File: src/deac_pkg.sv
/*
 Constants for the data nonvolatile byte store access controller: register
 addresses, control field positions, unlock pattern and timing counts.
 Assumes a 20 MHz core clock.
*/
package deac_pkg;
	localparam logic [7:0] DEAC_ADDR_DATA    = 8'h08;
	localparam logic [7:0] DEAC_ADDR_ADDRESS = 8'h09;
	localparam logic [7:0] DEAC_ADDR_CONTROL = 8'h88;
	localparam logic [7:0] DEAC_ADDR_UNLOCK  = 8'h89;

	localparam int DEAC_BIT_RD   = 0;
	localparam int DEAC_BIT_WR   = 1;
	localparam int DEAC_BIT_WRITE_ENABLE_BIT = 2;
	localparam int DEAC_BIT_WERR = 3;
	localparam int DEAC_BIT_WDONE = 4;

	localparam logic [7:0] DEAC_KEY_FIRST  = 8'h55;
	localparam logic [7:0] DEAC_KEY_SECOND = 8'haa;
	localparam logic [7:0] DEAC_ZERO_BYTE  = 8'h00;

	localparam int DEAC_ARRAY_DEPTH = 64;
	localparam int DEAC_ARRAY_AW    = 6;

	localparam int DEAC_CLK_HZ      = 20_000_000;
	localparam int DEAC_PWRUP_MS    = 72;
	localparam longint DEAC_PWRUP_CYCLES =
		(longint'(DEAC_PWRUP_MS) * longint'(DEAC_CLK_HZ) + 999) / 1000;
	localparam int DEAC_WRITE_CYCLES_DEF = 200000;

	typedef enum logic [1:0] {
		DEAC_UNL_IDLE  = 2'b00,
		DEAC_UNL_FIRST = 2'b01,
		DEAC_UNL_ARMED = 2'b10
	} deac_unlock_t;
endpackage

File: src/deac_ctrl.sv
/*
 Data nonvolatile byte store access controller: data, address, control and
 unlock registers on the core register port, guarded write sequencing,
 single-cycle reads, power-up write block and write error capture.
 Assumes the core issues one register access per cycle on the port below and
 that an external or watchdog reset is signalled separately from power-on.
*/
// Notes on behaviour
// Setting read bit loads addressed byte into data register next cycle, clears read bit.
// Data register holds read byte until next read or software write.
// Software loads address and data before starting a write.
// Write starts only after 55h then AAh to unlock, then write bit set.
// Software should disable interrupts during the unlock sequence.
// Write bit cannot be set unless write enable is already one.
// Hardware never clears write enable; only software or reset.
// Clearing write enable during a write does not abort it.
// Write completion clears write bit and sets write complete flag.
// Write complete flag stays set until software clears it.
// Software should keep write enable clear except when updating.
// Power-up clears write enable and blocks writes for 72 ms.
// Under code protection data is read and written unscrambled.
// Program and data protection settings are independent inputs.
// Control resets to 0x000 on power-on, 0q000 on other resets.
// Data and address keep contents across non-power-on resets.
// Control bits 7 to 5 read as zero.
// Software should read back and compare each written byte.
// Read and write bits are set-only; hardware clears them.
// Reset during a write sets error flag; address and data unchanged. Power-on reset instead clears the flag, address and data.
// Only 64 bytes; upper two address bits decoded, must be zero.
// Unlock register has no storage and reads zero.
// Any other register write between unlock steps returns tracker to idle.
// Write lasts a parameterised count, write bit high throughout.
`timescale 1ns/1ns
module deac_ctrl
	import deac_pkg::*;
#(
	parameter int WRITE_CYCLES  = DEAC_WRITE_CYCLES_DEF,
	parameter int PWRUP_CYCLES  = int'(DEAC_PWRUP_CYCLES)
)
(
	input  wire logic        clk_in,
	input  wire logic        rst_in,
	input  wire logic        warm_rst_in,
	input  wire logic        data_protect_in,
	input  wire logic        prog_protect_in,
	input  wire logic        reg_wr_in,
	input  wire logic        reg_rd_in,
	input  wire logic [7:0]  reg_addr_in,
	input  wire logic [7:0]  reg_wdata_in,
	output logic      [7:0]  reg_rdata_out,
	output logic             write_complete_flag_out,
	output logic             write_busy_out,
	output logic             data_protect_out,
	output logic             prog_protect_out
);
	// ---------------------------------------------------------------
	// Register state
	// ---------------------------------------------------------------
	logic [7:0]   eeprom_data_q;
	logic [7:0]   eeprom_address_q;
	logic         rd_bit_q;
	logic         wr_bit_q;
	logic         write_enable_bit_q;
	logic         write_error_flag_q;
	logic         write_complete_flag_q;
	logic         pwrup_busy_q;
	logic [31:0]  pwrup_cnt_q;
	logic [31:0]  wcnt_q;
	logic         warm_meta_q;
	logic         warm_sync_q;
	logic         warm_prev_q;
	deac_unlock_t unl_q;
	logic [7:0]   arr_rdata;

	// ---------------------------------------------------------------
	// Decode
	// ---------------------------------------------------------------
	function automatic logic hit(input logic [7:0] a, input logic [7:0] r);
		return a == r;
	endfunction

	logic wr_data;
	logic wr_addr;
	logic wr_ctrl;
	logic wr_unl;
	logic wr_start;
	logic wr_done;
	logic warm_pulse;
	logic addr_in_range;
	logic rd_start;

	assign wr_data  = reg_wr_in && hit(reg_addr_in, DEAC_ADDR_DATA);
	assign wr_addr  = reg_wr_in && hit(reg_addr_in, DEAC_ADDR_ADDRESS);
	assign wr_ctrl  = reg_wr_in && hit(reg_addr_in, DEAC_ADDR_CONTROL);
	assign wr_unl   = reg_wr_in && hit(reg_addr_in, DEAC_ADDR_UNLOCK);
	// Write start needs armed tracker, enable, no power-up block
	assign wr_start = wr_ctrl && reg_wdata_in[DEAC_BIT_WR] && !wr_bit_q
		&& unl_q == DEAC_UNL_ARMED && write_enable_bit_q && !pwrup_busy_q;
	assign wr_done  = wr_bit_q && wcnt_q == 32'(WRITE_CYCLES - 1);
	assign warm_pulse = warm_sync_q && !warm_prev_q;
	assign addr_in_range = eeprom_address_q[7:6] == 2'b00;
	// Array is read in the same edge that takes the read request
	assign rd_start = wr_ctrl && reg_wdata_in[DEAC_BIT_RD] && !rd_bit_q;

	// ---------------------------------------------------------------
	// Warm reset synchroniser
	// ---------------------------------------------------------------
	always_ff @(posedge clk_in or posedge rst_in) begin
		if (rst_in) begin
			warm_meta_q <= 1'b0;
			warm_sync_q <= 1'b0;
			warm_prev_q <= 1'b0;
		end else begin
			warm_meta_q <= warm_rst_in;
			warm_sync_q <= warm_meta_q;
			warm_prev_q <= warm_sync_q;
		end
	end

	// ---------------------------------------------------------------
	// Power-up write block
	// ---------------------------------------------------------------
	always_ff @(posedge clk_in or posedge rst_in) begin
		if (rst_in) begin
			pwrup_busy_q <= 1'b1;
			pwrup_cnt_q  <= 32'h0000_0000;
		end else if (pwrup_busy_q) begin
			pwrup_cnt_q <= pwrup_cnt_q + 32'h0000_0001;
			if (pwrup_cnt_q == 32'(PWRUP_CYCLES - 1)) begin
				pwrup_busy_q <= 1'b0;
			end
		end
	end

	// ---------------------------------------------------------------
	// Unlock tracker
	// ---------------------------------------------------------------
	always_ff @(posedge clk_in or posedge rst_in) begin
		if (rst_in) begin
			unl_q <= DEAC_UNL_IDLE;
		end else if (warm_pulse) begin
			unl_q <= DEAC_UNL_IDLE;
		end else if (wr_unl) begin
			unique case (unl_q)
				DEAC_UNL_IDLE: begin
					unl_q <= (reg_wdata_in == DEAC_KEY_FIRST) ? DEAC_UNL_FIRST : DEAC_UNL_IDLE;
				end
				DEAC_UNL_FIRST: begin
					unl_q <= (reg_wdata_in == DEAC_KEY_SECOND) ? DEAC_UNL_ARMED
						: (reg_wdata_in == DEAC_KEY_FIRST) ? DEAC_UNL_FIRST : DEAC_UNL_IDLE;
				end
				DEAC_UNL_ARMED: begin
					unl_q <= (reg_wdata_in == DEAC_KEY_FIRST) ? DEAC_UNL_FIRST : DEAC_UNL_IDLE;
				end
				default: begin
					unl_q <= DEAC_UNL_IDLE;
				end
			endcase
		end else if (reg_wr_in) begin
			unl_q <= DEAC_UNL_IDLE;
		end
	end

	// ---------------------------------------------------------------
	// Control bits
	// ---------------------------------------------------------------
	always_ff @(posedge clk_in or posedge rst_in) begin
		if (rst_in) begin
			write_enable_bit_q <= 1'b0;
		end else if (warm_pulse) begin
			write_enable_bit_q <= 1'b0;
		end else if (wr_ctrl) begin
			write_enable_bit_q <= reg_wdata_in[DEAC_BIT_WRITE_ENABLE_BIT];
		end
	end

	always_ff @(posedge clk_in or posedge rst_in) begin
		if (rst_in) begin
			rd_bit_q <= 1'b0;
		end else if (warm_pulse) begin
			rd_bit_q <= 1'b0;
		end else begin
			// Set-only from software; cleared one cycle later by hardware
			rd_bit_q <= rd_start;
		end
	end

	always_ff @(posedge clk_in or posedge rst_in) begin
		if (rst_in) begin
			wr_bit_q <= 1'b0;
			wcnt_q   <= 32'h0000_0000;
		end else if (warm_pulse) begin
			wr_bit_q <= 1'b0;
			wcnt_q   <= 32'h0000_0000;
		end else if (wr_start) begin
			wr_bit_q <= 1'b1;
			wcnt_q   <= 32'h0000_0000;
		end else if (wr_bit_q) begin
			// Runs regardless of later enable changes
			wcnt_q <= wcnt_q + 32'h0000_0001;
			if (wr_done) begin
				wr_bit_q <= 1'b0;
			end
		end
	end

	always_ff @(posedge clk_in or posedge rst_in) begin
		if (rst_in) begin
			write_error_flag_q <= 1'b0;
		end else if (warm_pulse) begin
			write_error_flag_q <= wr_bit_q;
		end else if (wr_ctrl) begin
			write_error_flag_q <= reg_wdata_in[DEAC_BIT_WERR];
		end
	end

	always_ff @(posedge clk_in or posedge rst_in) begin
		if (rst_in) begin
			write_complete_flag_q <= 1'b0;
		end else if (warm_pulse) begin
			write_complete_flag_q <= 1'b0;
		end else if (wr_done) begin
			write_complete_flag_q <= 1'b1;
		end else if (wr_ctrl) begin
			write_complete_flag_q <= reg_wdata_in[DEAC_BIT_WDONE];
		end
	end

	// ---------------------------------------------------------------
	// Data and address registers, kept across warm reset
	// ---------------------------------------------------------------
	always_ff @(posedge clk_in or posedge rst_in) begin
		if (rst_in) begin
			eeprom_address_q <= DEAC_ZERO_BYTE;
		end else if (wr_addr && !wr_bit_q) begin
			eeprom_address_q <= reg_wdata_in;
		end
	end

	always_ff @(posedge clk_in or posedge rst_in) begin
		if (rst_in) begin
			eeprom_data_q <= DEAC_ZERO_BYTE;
		end else if (rd_bit_q) begin
			eeprom_data_q <= addr_in_range ? arr_rdata : DEAC_ZERO_BYTE;
		end else if (wr_data && !wr_bit_q) begin
			eeprom_data_q <= reg_wdata_in;
		end
	end

	// ---------------------------------------------------------------
	// Storage array
	// ---------------------------------------------------------------
	deac_array u_array (
		.clk_in      (clk_in),
		.wr_en_in    (wr_done && addr_in_range),
		.wr_addr_in  (eeprom_address_q[DEAC_ARRAY_AW-1:0]),
		.wr_data_in  (eeprom_data_q),
		.rd_en_in    (rd_start),
		.rd_addr_in  (eeprom_address_q[DEAC_ARRAY_AW-1:0]),
		.rd_data_out (arr_rdata)
	);

	// ---------------------------------------------------------------
	// Read-back and outputs
	// ---------------------------------------------------------------
	logic [7:0] rdata_d;
	always_comb begin
		rdata_d = DEAC_ZERO_BYTE;
		if (hit(reg_addr_in, DEAC_ADDR_DATA)) begin
			rdata_d = eeprom_data_q;
		end else if (hit(reg_addr_in, DEAC_ADDR_ADDRESS)) begin
			rdata_d = eeprom_address_q;
		end else if (hit(reg_addr_in, DEAC_ADDR_CONTROL)) begin
			rdata_d[DEAC_BIT_RD]    = rd_bit_q;
			rdata_d[DEAC_BIT_WR]    = wr_bit_q;
			rdata_d[DEAC_BIT_WRITE_ENABLE_BIT]  = write_enable_bit_q;
			rdata_d[DEAC_BIT_WERR]  = write_error_flag_q;
			rdata_d[DEAC_BIT_WDONE] = write_complete_flag_q;
		end
	end

	always_ff @(posedge clk_in or posedge rst_in) begin
		if (rst_in) begin
			reg_rdata_out           <= DEAC_ZERO_BYTE;
			write_complete_flag_out <= 1'b0;
			write_busy_out          <= 1'b0;
			data_protect_out        <= 1'b0;
			prog_protect_out        <= 1'b0;
		end else begin
			reg_rdata_out           <= reg_rd_in ? rdata_d : DEAC_ZERO_BYTE;
			write_complete_flag_out <= write_complete_flag_q;
			write_busy_out          <= wr_bit_q;
			data_protect_out        <= data_protect_in;
			prog_protect_out        <= prog_protect_in;
		end
	end

	// ---------------------------------------------------------------
	// Checks
	// ---------------------------------------------------------------
	property p_rd_clears;
		@(posedge clk_in) disable iff (rst_in)
		rd_bit_q |=> !rd_bit_q;
	endproperty
	a_rd_clears: assert property (p_rd_clears) else $error("read bit stuck");

	property p_no_start_locked;
		@(posedge clk_in) disable iff (rst_in)
		(!wr_bit_q && (unl_q != DEAC_UNL_ARMED || !write_enable_bit_q)) |=> !wr_bit_q;
	endproperty
	a_no_start_locked: assert property (p_no_start_locked) else $error("write without unlock");

	property p_no_start_pwrup;
		@(posedge clk_in) disable iff (rst_in)
		(!wr_bit_q && pwrup_busy_q) |=> !wr_bit_q;
	endproperty
	a_no_start_pwrup: assert property (p_no_start_pwrup) else $error("write during power-up");

	property p_done_sets_flag;
		@(posedge clk_in) disable iff (rst_in)
		(wr_done && !warm_pulse) |=> (write_complete_flag_q && !wr_bit_q);
	endproperty
	a_done_sets_flag: assert property (p_done_sets_flag) else $error("flag not set");

	property p_flag_sticky;
		@(posedge clk_in) disable iff (rst_in)
		(write_complete_flag_q && !wr_ctrl && !warm_pulse) |=> write_complete_flag_q;
	endproperty
	a_flag_sticky: assert property (p_flag_sticky) else $error("flag lost");

	property p_write_enable_bit_hold;
		@(posedge clk_in) disable iff (rst_in)
		(!wr_ctrl && !warm_pulse) |=> $stable(write_enable_bit_q);
	endproperty
	a_write_enable_bit_hold: assert property (p_write_enable_bit_hold) else $error("enable changed");

	property p_write_runs;
		@(posedge clk_in) disable iff (rst_in)
		(wr_bit_q && !wr_done && !warm_pulse) |=> wr_bit_q;
	endproperty
	a_write_runs: assert property (p_write_runs) else $error("write aborted");

	property p_err_on_warm;
		@(posedge clk_in) disable iff (rst_in)
		(warm_pulse && wr_bit_q) |=> write_error_flag_q;
	endproperty
	a_err_on_warm: assert property (p_err_on_warm) else $error("error flag missed");

	property p_ctrl_upper_zero;
		@(posedge clk_in) disable iff (rst_in)
		(reg_rd_in && hit(reg_addr_in, DEAC_ADDR_CONTROL)) |=> reg_rdata_out[7:5] == 3'h0;
	endproperty
	a_ctrl_upper_zero: assert property (p_ctrl_upper_zero) else $error("upper bits set");
endmodule

File: src/deac_array.sv
/*
 Byte-wide storage array of the data store with a registered read port.
 Assumes one clock; write and read requests come from the controller.
*/
`timescale 1ns/1ns
module deac_array
	import deac_pkg::*;
(
	input  wire logic                      clk_in,
	input  wire logic                      wr_en_in,
	input  wire logic [DEAC_ARRAY_AW-1:0]  wr_addr_in,
	input  wire logic [7:0]                wr_data_in,
	input  wire logic                      rd_en_in,
	input  wire logic [DEAC_ARRAY_AW-1:0]  rd_addr_in,
	output logic      [7:0]                rd_data_out
);
	logic [7:0] mem_q [DEAC_ARRAY_DEPTH];

	always_ff @(posedge clk_in) begin
		if (wr_en_in) begin
			mem_q[wr_addr_in] <= wr_data_in;
		end
	end

	always_ff @(posedge clk_in) begin
		if (rd_en_in) begin
			rd_data_out <= mem_q[rd_addr_in];
		end
	end
endmodule

File: config.mk
export PLATFORM = sky130hd
export DESIGN_NAME = deac_ctrl
export DESIGN_NICKNAME = d
export VERILOG_FILES = /design/src/deac_pkg.sv /design/src/deac_ctrl.sv /design/src/deac_array.sv
export SDC_FILE = /design/constraint.sdc
export NUM_CORES = 1
export LEC_CHECK = 0
export BUFFER_PORTS_ARGS = -buffer_cell sky130_fd_sc_hd__buf_2
export CAP_MARGIN = 20
export CORE_UTILIZATION = 40
export CTS_CLUSTER_SIZE = 8
export DETAILED_ROUTE_END_ITERATION = 8
export GPL_TIMING_DRIVEN = 0
export MAX_ROUTING_LAYER = met4
export SLEW_MARGIN = 30
export SYNTH_ARGS = -nofsm -noshare
export SYNTH_HDL_FRONTEND = slang
export SYNTH_SLANG_ARGS = --single-unit
export TNS_END_PERCENT = 10
File: constraint.sdc
create_clock -name clk_in -period 9.85 [get_ports clk_in]
set_input_delay 1.97 -clock clk_in [delete_from_list [all_inputs] [get_ports clk_in]]
set_output_delay 1.97 -clock clk_in [all_outputs]
set_load 0.05 [all_outputs]
# ---- After elaboration in Yosys (flattened, before gate mapping)
# Memory sizes are Yosys's and may differ from the RTL's. A register that Yosys moved wholly into a read port is not among the register bits.
# Cells that the tools add are included.
dict set report word_totals {
  ramBits 512
  word_cells 93
  n_memories 1
  latchBits 0
  rom_bits 0
  ff_bits 103
  output_inout_bits 12
}
# name words width read_ports rd_clocked_by_memory_dff write_ports line
set memory_table {}
lappend memory_table {u_array.mem_q 64 8 1 1 1 deac_array.sv:17} ;# logic [7:0] mem_q [DEAC_ARRAY_DEPTH];
dict set report classes {
  div_mod_pow 0
  n_reduce_logical 28
  addsub 2
  shifts 0
  n_eq_ne 10
  magnitude_cmp 0
  muxes 33
  mul 0
  bitwise 0
}
# cell count
set ops {}
lappend ops {{two-way mux 32 bit} 3}
lappend ops {{adder 32 x 1 -> 32 bit (second input constant)} 2}
lappend ops {{two-way mux 8 bit} 5}
lappend ops {{== test 32 x 18 -> 1 bit (second input constant)} 1}
lappend ops {{== test 32 x 21 -> 1 bit (second input constant)} 1}
lappend ops {{== test 8 bit (second input constant)} 3}
lappend ops {{two-way mux 1 bit} 17}
lappend ops {{== test 8 x 4 -> 1 bit (second input constant)} 2}
lappend ops {{logical AND 1 bit} 16}
lappend ops {{two-way mux 5 bit} 2}
lappend ops {{nonzero test 3 bit} 3}
lappend ops {{== test 8 x 7 -> 1 bit (second input constant)} 1}
lappend ops {{two-way mux 2 bit} 4}
lappend ops {{zero test 1 bit} 4}
lappend ops {{zero test 2 bit} 2}
lappend ops {{one-hot mux 2 bit (2 select lines)} 1}
lappend ops {{nonzero test 2 bit} 2}
lappend ops {{two-way mux 3 bit} 1}
lappend ops {{== test 2 x 1 -> 1 bit (second input constant)} 1}
lappend ops {{== test 2 bit (second input constant)} 1}
lappend ops {{OR reduction 2 bit} 1}

# ---- Longest topological paths before layout
# Gate-level depths: netlist (run 1).
dict set report depth {
  ltp_word 9
  mapped_depth 10
  mapped_depth_nobuf 7
}

# ---- Cells and area by module
# Synthesis (run 1) repeated with hierarchy kept, for this count alone.
dict set report hier_totals {
  hier_cells 1404
  area_unflattened_um2 25100.3
}
# mod n_inst area_each_um2 cells_each
set by_module_without_submodules {}
lappend by_module_without_submodules {deac_array 1 20246.9 940}
lappend by_module_without_submodules {deac_ctrl 1 4853.4 464}

# ---- Worst setup path before layout (run 1)
# OpenSTA, ideal clock, no wires.
dict set report synth_path {
  path_kind {input to register}
  from {in reg_addr_in[5]}
  to {reg u_array.rd_data_out[0] (read register of u_array.mem_q), enable pin}
  stages 4
  arrival_time_ps 3409
  setup_time_ps 374
  path_slack_ps 6067
  path_cell_list {or4b_1 -> nor3_2 -> nand4b_1 -> nor2b_1}
}
dict set report synth_between {
  elab_chain_cells 4
}
# item line
set synth_lines {}
lappend synth_lines {{start, declared} deac_ctrl.sv:48} ;# input wire logic [7:0] reg_addr_in,
lappend synth_lines {{== test 8 bit} deac_ctrl.sv:79} ;# return a == r;
lappend synth_lines {{logical AND 1 bit} deac_ctrl.sv:94} ;# assign wr_ctrl = reg_wr_in && hit(reg_addr_in, DEAC_ADDR_CONTROL);
lappend synth_lines {{logical AND 1 bit (2 in series)} deac_ctrl.sv:103} ;# assign rd_start = wr_ctrl && reg_wdata_in[DEAC_BIT_RD] && !rd_bit_q;
lappend synth_lines {{end, declared} deac_array.sv:15} ;# output logic [7:0] rd_data_out
# Every way passes these cells.
# A chain may end at the register's enable or synchronous reset.

==> results of run 1 <==
==> routing by layer <==
layer	up-vias	GRT usage	part of all wire
li1	6436	-	-
met1	7881	0.318	0.40
met2	867	0.364	0.45
met3	188	0.0605	0.10
met4	0	0.103	0.042
met5	-	-	0
==> per-stage QoR <==
stage | area, µm² | worst slack [ns] | instances | hold WS, ns | utilization
CTS | 29000 | 6.00 | 2586 | 0.349 | 0.468
global placement | 26400 | 3.99 | 2459 | 0.340 | 0.426
finish | 29000 | 5.89 | 2588 | 0.347 | 0.468
floorplan | 25100 | 5.18 | 1588 | 0.331 | -
global route | 29000 | 5.93 | 2587 | 0.358 | 0.468
detailed placement | 26600 | 5.54 | 2467 | 0.346 | 0.429
==> power by group through the flow <==
stage                     clock (mW)  combinational [mW]  sequential (mW)
final                           2.70               0.271             2.90
after floorplan                    0               0.129             2.95
after detailed placement           0               0.261             2.95
after global placement             0               0.224             2.97
after CTS                       2.73               0.262             2.90
after global routing            2.84               0.278             2.90
==> worst max path at each step <==
stage / start / endpoint / slack (ns) / cells after the start
floorplan: rst_in / data_protect_out / 5.18 / 1
global placement: rst_in / pwrup_cnt_q[16] / 3.99 / 2
detailed placement: reg_addr_in[5] / u_array.rd_data_out[0] / 5.54 / 5
CTS: eeprom_address_q[2] / u_array.mem_q[20][7] / 6.00 / 7
global route: eeprom_address_q[2] / u_array.mem_q[20][2] / 5.93 / 7
finish: eeprom_address_q[0] / u_array.rd_data_out[6] / 5.89 / 8
==> logic make-up (layout without fill, tap and decap cells) <==
group / Yosys count / in the layout / share of synthesized area
xor+xnor: 62 / 62 / 0.0216
flops: 623 / 623 / 0.724
other cells: 0 / 2 / 0
compound gates: 257 / 257 / 0.0700
mux: 152 / 152 / 0.0829
buf+inv: 96 / 257 / 0.0211
simple gates: 396 / 396 / 0.0797
fa+ha+maj: 2 / 2 / 0.000995
==> worst max-delay path: stages, from the launching register on <==
cell and delay (ns):
dfrtp_1 0.54, buf_4 0.39, buf_6 0.22, buf_2 0.41
buf_2 0.48, mux2i_1 0.42, nor2_1 0.14, a2111oi_1 0.59
nand4_1 0.38
==> flip-flops by register name, summed over array words and instances, names as in the netlist, 2 cells and up <==
register             flops
u_array.mem_q          512
pwrup_cnt_q             32
wcnt_q                  32
eeprom_address_q         8
eeprom_data_q            8
reg_rdata_out            8
u_array.rd_data_out      8
unl_q                    2
==> area by class of cell <==
| type | instances | share of cell area |
|---|---|---|
| multi-input combinational | 869 | 0.222 |
| buffer | 83 | 0.0167 |
| tap | 837 | 0.0361 |
| sequential | 623 | 0.628 |
| clock inverter | 7 | 0.00466 |
| timing repair buffer | 42 | 0.0122 |
| antenna | 2 | 0.000173 |
| clock buffer | 112 | 0.0783 |
| inverter | 13 | 0.00186 |
==> synthesized netlist by cell type (all sizes together), types with 3 or more instances <==
| cell | instances | area, µm² |
|---|---|---|
| and3 | 10 | 62.6 |
| o22ai | 27 | 169 |
| nor3 | 15 | 91.3 |
| a32oi | 3 | 26.3 |
| a21oi | 40 | 200 |
| xor2 | 25 | 219 |
| o2111ai | 4 | 35.0 |
| and4 | 9 | 81.3 |
| a222oi | 4 | 40.0 |
| nor4 | 5 | 46.3 |
| a22o | 14 | 123 |
| buf | 59 | 392 |
| nor2 | 167 | 627 |
| dfrtp | 102 | 2550 |
| nand3 | 22 | 110 |
| mux2 | 29 | 327 |
| nand2 | 77 | 349 |
| mux4 | 42 | 946 |
| edfxtp | 520 | 15600 |
| a221o | 4 | 40.0 |
| xnor2 | 37 | 324 |
| nor2b | 21 | 131 |
| nand2b | 8 | 50.1 |
| a22oi | 43 | 323 |
| a221oi | 30 | 269 |
| nand4 | 23 | 144 |
| a211oi | 4 | 30.0 |
| a31oi | 15 | 93.8 |
| mux2i | 81 | 811 |
| nor4b | 5 | 43.8 |
| clkbuf | 24 | 90.1 |
| and2 | 9 | 56.3 |
| inv | 13 | 48.8 |
| or4 | 4 | 33.8 |
| or2 | 3 | 18.8 |
| o211ai | 9 | 67.6 |
| or3 | 4 | 25.0 |
| o21ai | 48 | 240 |
==> metrics.txt, run 1 <==
HP Start warm_meta_q; final wirelength approximately 75,000 µm; RSZ-0062 raised after global routing no; CTS Buf Count 87; number of fill cells between 5,000 and 6,000; Top Ports 35; Post-CTS Setup Repair Bufs 0; Clock Skew 0.0449 ns; max_cap viols 0; crit-path max FO 10; Worst Path Required a little over 10 ns; share of cells above drive strength 1 0.168; Hold Path Class flop to flop; Distinct cells, synth slightly above 70; nets approximately 1,700; Die Y 253 µm; DRT Pass-1 Iters 6; FP Rows just over 90; Reg clk slew, reported paths 0.06 ns; minimum clock period ~4 ns; hold_buf cts 0; PostCTS Resize Cnt 0; GRT Resource Usage Total 0.244; Max Freq between 200 and 300 MHz; DP Wirelength ~48,000 µm; Yosys Warn Count 0; detailed-route via count about 15,000; Die Footprint roughly 64,000 µm²; final hold vios 0; initial core utilization 0.406; Final period util 0.402; internal power 4.56 mW; endpoint class of the critical path flop; switching part of the total power 0.224; gpl congestion 0.983; Slew HR 0.290; IO Port Bufs 34; WL/cell 28.9 µm; ys async rst share 0.165; Logic pwr share 0.046; CP Class flop to flop; Tightest Pin Transition 1.06 ns; reg2reg end u_array.rd_data_out[6]; most common cell after layout, fill and taps aside edfxtp_1; Fin Setup TNS 0 ns; total grt overflow 0; Final setup viols 0; first-pass GRT wire length 107,000 µm; Flop pwr share 0.494; worst vdd ir approximately 0.00012 V; total power draw between 5 and 6 mW; R2R cell count 8; antenna-violating nets left 0; vias in the first global route 15,113; Longest Clk Path Bufs 3; Vias/cell about 6; most frequent cells in the layout 520 x edfxtp_1, 162 x nor2_1, 94 x dfrtp_1; CTS sink cnt 623; clk root buf clkbuf_16; outcome finished clean; #FFs+latches synth about 620; H-tree Lvls 3; Worst Hold Depth 0; Core Footprint roughly 62,000 µm²; Hold Path Sink warm_sync_q; switching pwr 1.32 mW; antenna violations before repair 1; layout overhead on the synthesized area 15.4%; area used by multi-input combinational logic roughly 6400 µm²; final slew viol count 0; DRC viols 0; critical path startpoint category flop; Clock Latency Late Sink ~0.65 ns; syn_area_per_cell between 15 and 20 µm²; Initial DRC Count just over 2,000; Mapped Nets about 1,600; Post-synth EDFFs 520; Mapped Cells 1,588; ys flop type edfxtp_1; Arr. time, crit path about 4.3 ns; Reg area about 18,000 µm²; Die W between 200 and 300 µm; CTS tree done; pwr dens 203 nW/µm²; worst r2r src eeprom_address_q[0]; Reg2Reg Setup Slack slightly below 6 ns; pin count of the biggest net entering global routing 67; Synth Cell Area about 25,000 µm²; Leakage 9.96 nW; clock power share 0.460; Seq/Total Area, Yosys 0.724
No activity file was read; power rests on OpenSTA's default activity.
==> run 2: changes to the inputs <==
==> constraint.sdc (replaced) <==
create_clock -name clk_in -period 3.9 [get_ports clk_in]
set_input_delay 0.78 -clock clk_in [delete_from_list [all_inputs] [get_ports clk_in]]
set_output_delay 0.78 -clock clk_in [all_outputs]
set_load 0.05 [all_outputs]
==> run 2 against run 1 <==
Against the previous run: the run now ends with negative setup slack left; maximum frequency up 1.0%; global-route usage unchanged; non-clock buffer count unchanged; sequential power rose to 2.5 times the previous value; final cell count unchanged; total power rose to 2.5 times the previous value; register-to-register slack worse by 5.9 ns; combinational power rose to 2.5 times the previous value; die area unchanged; worst setup slack worse by 5.9 ns; critical endpoint unchanged; largest power group unchanged.
==> metrics.txt, run 2 (synthesized netlist as in run 1, its figures left out) <==
outcome finished, violations left; failing checks negative setup slack; endpoint class of the critical path flop; switching part of the total power 0.224; Flop pwr share 0.493; Final WS setup -0.0226 ns; Longest Clk Path Bufs 3; crit-path max FO 10; hold_buf cts 0; switching pwr 3.33 mW; Initial DRC Count approximately 2,000; top flop regs u_array.mem_q x512, pwrup_cnt_q x32, wcnt_q x32; most frequent cells in the layout 520 x edfxtp_1, 160 x nor2_1, 94 x dfrtp_1; final wirelength about 75,000 µm; Slew HR 0.282; initial core utilization 0.406; Leakage around 10 nW; Clock Skew 0.0462 ns; antenna-violating nets left 0; Arr. time, crit path roughly 4.2 ns; minimum clock period 3.92 ns; Worst Path Required 4.19 ns; area post-placement between 20,000 and 30,000 µm²; Reg clk slew, reported paths ~0.060 ns; Final setup viols 1; Hold Path Class input port to async pin; RSZ-0062 raised after global routing no; DRT Pass-1 Iters 8; vias in the first global route 15,113; worst vdd ir around 0.00030 V; Top reg by flops u_array.mem_q; Vias/cell just under 6; DRC viols 0; Final period util 1.01; Fin Setup TNS -0.0226 ns; CP Class flop to flop; Die Footprint 63,900 µm²; pin count of the biggest net entering global routing 67; internal power between 10 and 15 mW; final hold vios 0; total grt overflow 0; Top Ports 35; critical path startpoint category flop; max reg flops slightly above 500; Die Y approximately 250 µm; IO Port Bufs 34; non-filler cells, final between 2,000 and 3,000; max_cap viols 0; nets between 1,500 and 2,000; most common cell after layout, fill and taps aside edfxtp_1; FP Rows 91; Clock Latency Late Sink between 0.6 and 0.7 ns; GRT Resource Usage Total 0.244; Tightest Pin Transition 1.07 ns; antenna violations before repair 1; H-tree Lvls 3; detailed-route via count between 15,000 and 20,000; Die W about 250 µm; Max Freq 255 MHz; clk root buf clkbuf_16; WL/cell roughly 29 µm; Core Footprint roughly 62,000 µm²; DP Wirelength a little under 50,000 µm; CTS tree done; number of fill cells between 5,000 and 6,000; clock power share 0.461; first-pass GRT wire length between 100,000 and 150,000 µm; share of cells above drive strength 1 0.169; setup slack at placement roughly 0.061 ns; pwr dens 512 nW/µm²; placed cell count 2,467; CTS Buf Count 87; Final Instance Area 29,000 µm²; CTS sink cnt about 620; gpl congestion between 0.9 and 1; Logic pwr share 0.046; layout overhead on the synthesized area 15.4%; final slew viol count 0
-- run 2: critical path: stages, from the launching register on --
cell,delay (ns)
dfrtp_1,0.54
buf_4,0.39
buf_6,0.22
buf_2,0.40
buf_2,0.48
mux2i_1,0.40
nor2_1,0.13
a2111oi_1,0.58
nand4_1,0.37
-- run 2: final timing paths --
check | endpoint | slack (ns) | start | depth (start not counted)
max reg2reg | u_array.rd_data_out[6] | -0.02 | eeprom_address_q[0] | 8
min | eeprom_address_q[0] | 0.17 | rst_in | 2
min reg2reg | warm_sync_q | 0.35 | warm_meta_q | 0
min in group clk_in | data_protect_out | 0.24 | data_protect_in | 1
max in group asynchronous | pwrup_busy_q | 3.04 | rst_in | 3
max | u_array.rd_data_out[6] | -0.02 | eeprom_address_q[0] | 8
-- run 2: final cells by class --
cell class                 instances  area [µm²]  share of cell area
buffer                            83         484              0.0167
tap                              837        1050              0.0361
sequential                       623       18200               0.628
clock buffer                     112        2270              0.0783
inverter                          13        53.8             0.00185
clock inverter                     7         135             0.00466
timing repair buffer              42         353              0.0122
antenna                            2        5.00            0.000173
multi-input combinational        869        6430               0.222
-- run 2: timing repair --
action / CTS / global route
setup endpoints to repair: 0 / 3
setup buffers: 0 / 0
gates resized for setup: 0 / 2
-- run 2: power groups by stage --
| stage | Sequential (mW) | Clock, mW | Combinational (mW) |
|---|---|---|---|
| finish | 7.33 | 6.84 | 0.684 |
| global route | 7.32 | 7.16 | 0.703 |
| CTS | 7.32 | 6.90 | 0.663 |
| detailed placement | 7.45 | 0 | 0.659 |
| global placement | 7.51 | 0 | 0.567 |
| floorplan | 7.45 | 0 | 0.326 |
-- run 2: metrics by stage --
stage	hold WS [ns]	util	total power [mW]
floorplan	0.331	-	7.77
global placement	0.340	0.426	8.08
detailed placement	0.346	0.429	8.11
CTS	0.164	0.468	14.9
global route	0.205	0.468	15.2
finish	0.170	0.468	14.8
-- run 2: layer usage --
metal	track usage	share of wire
met1	0.318	0.40
met2	0.364	0.45
met3	0.0605	0.11
met4	0.103	0.042
met5	-	0
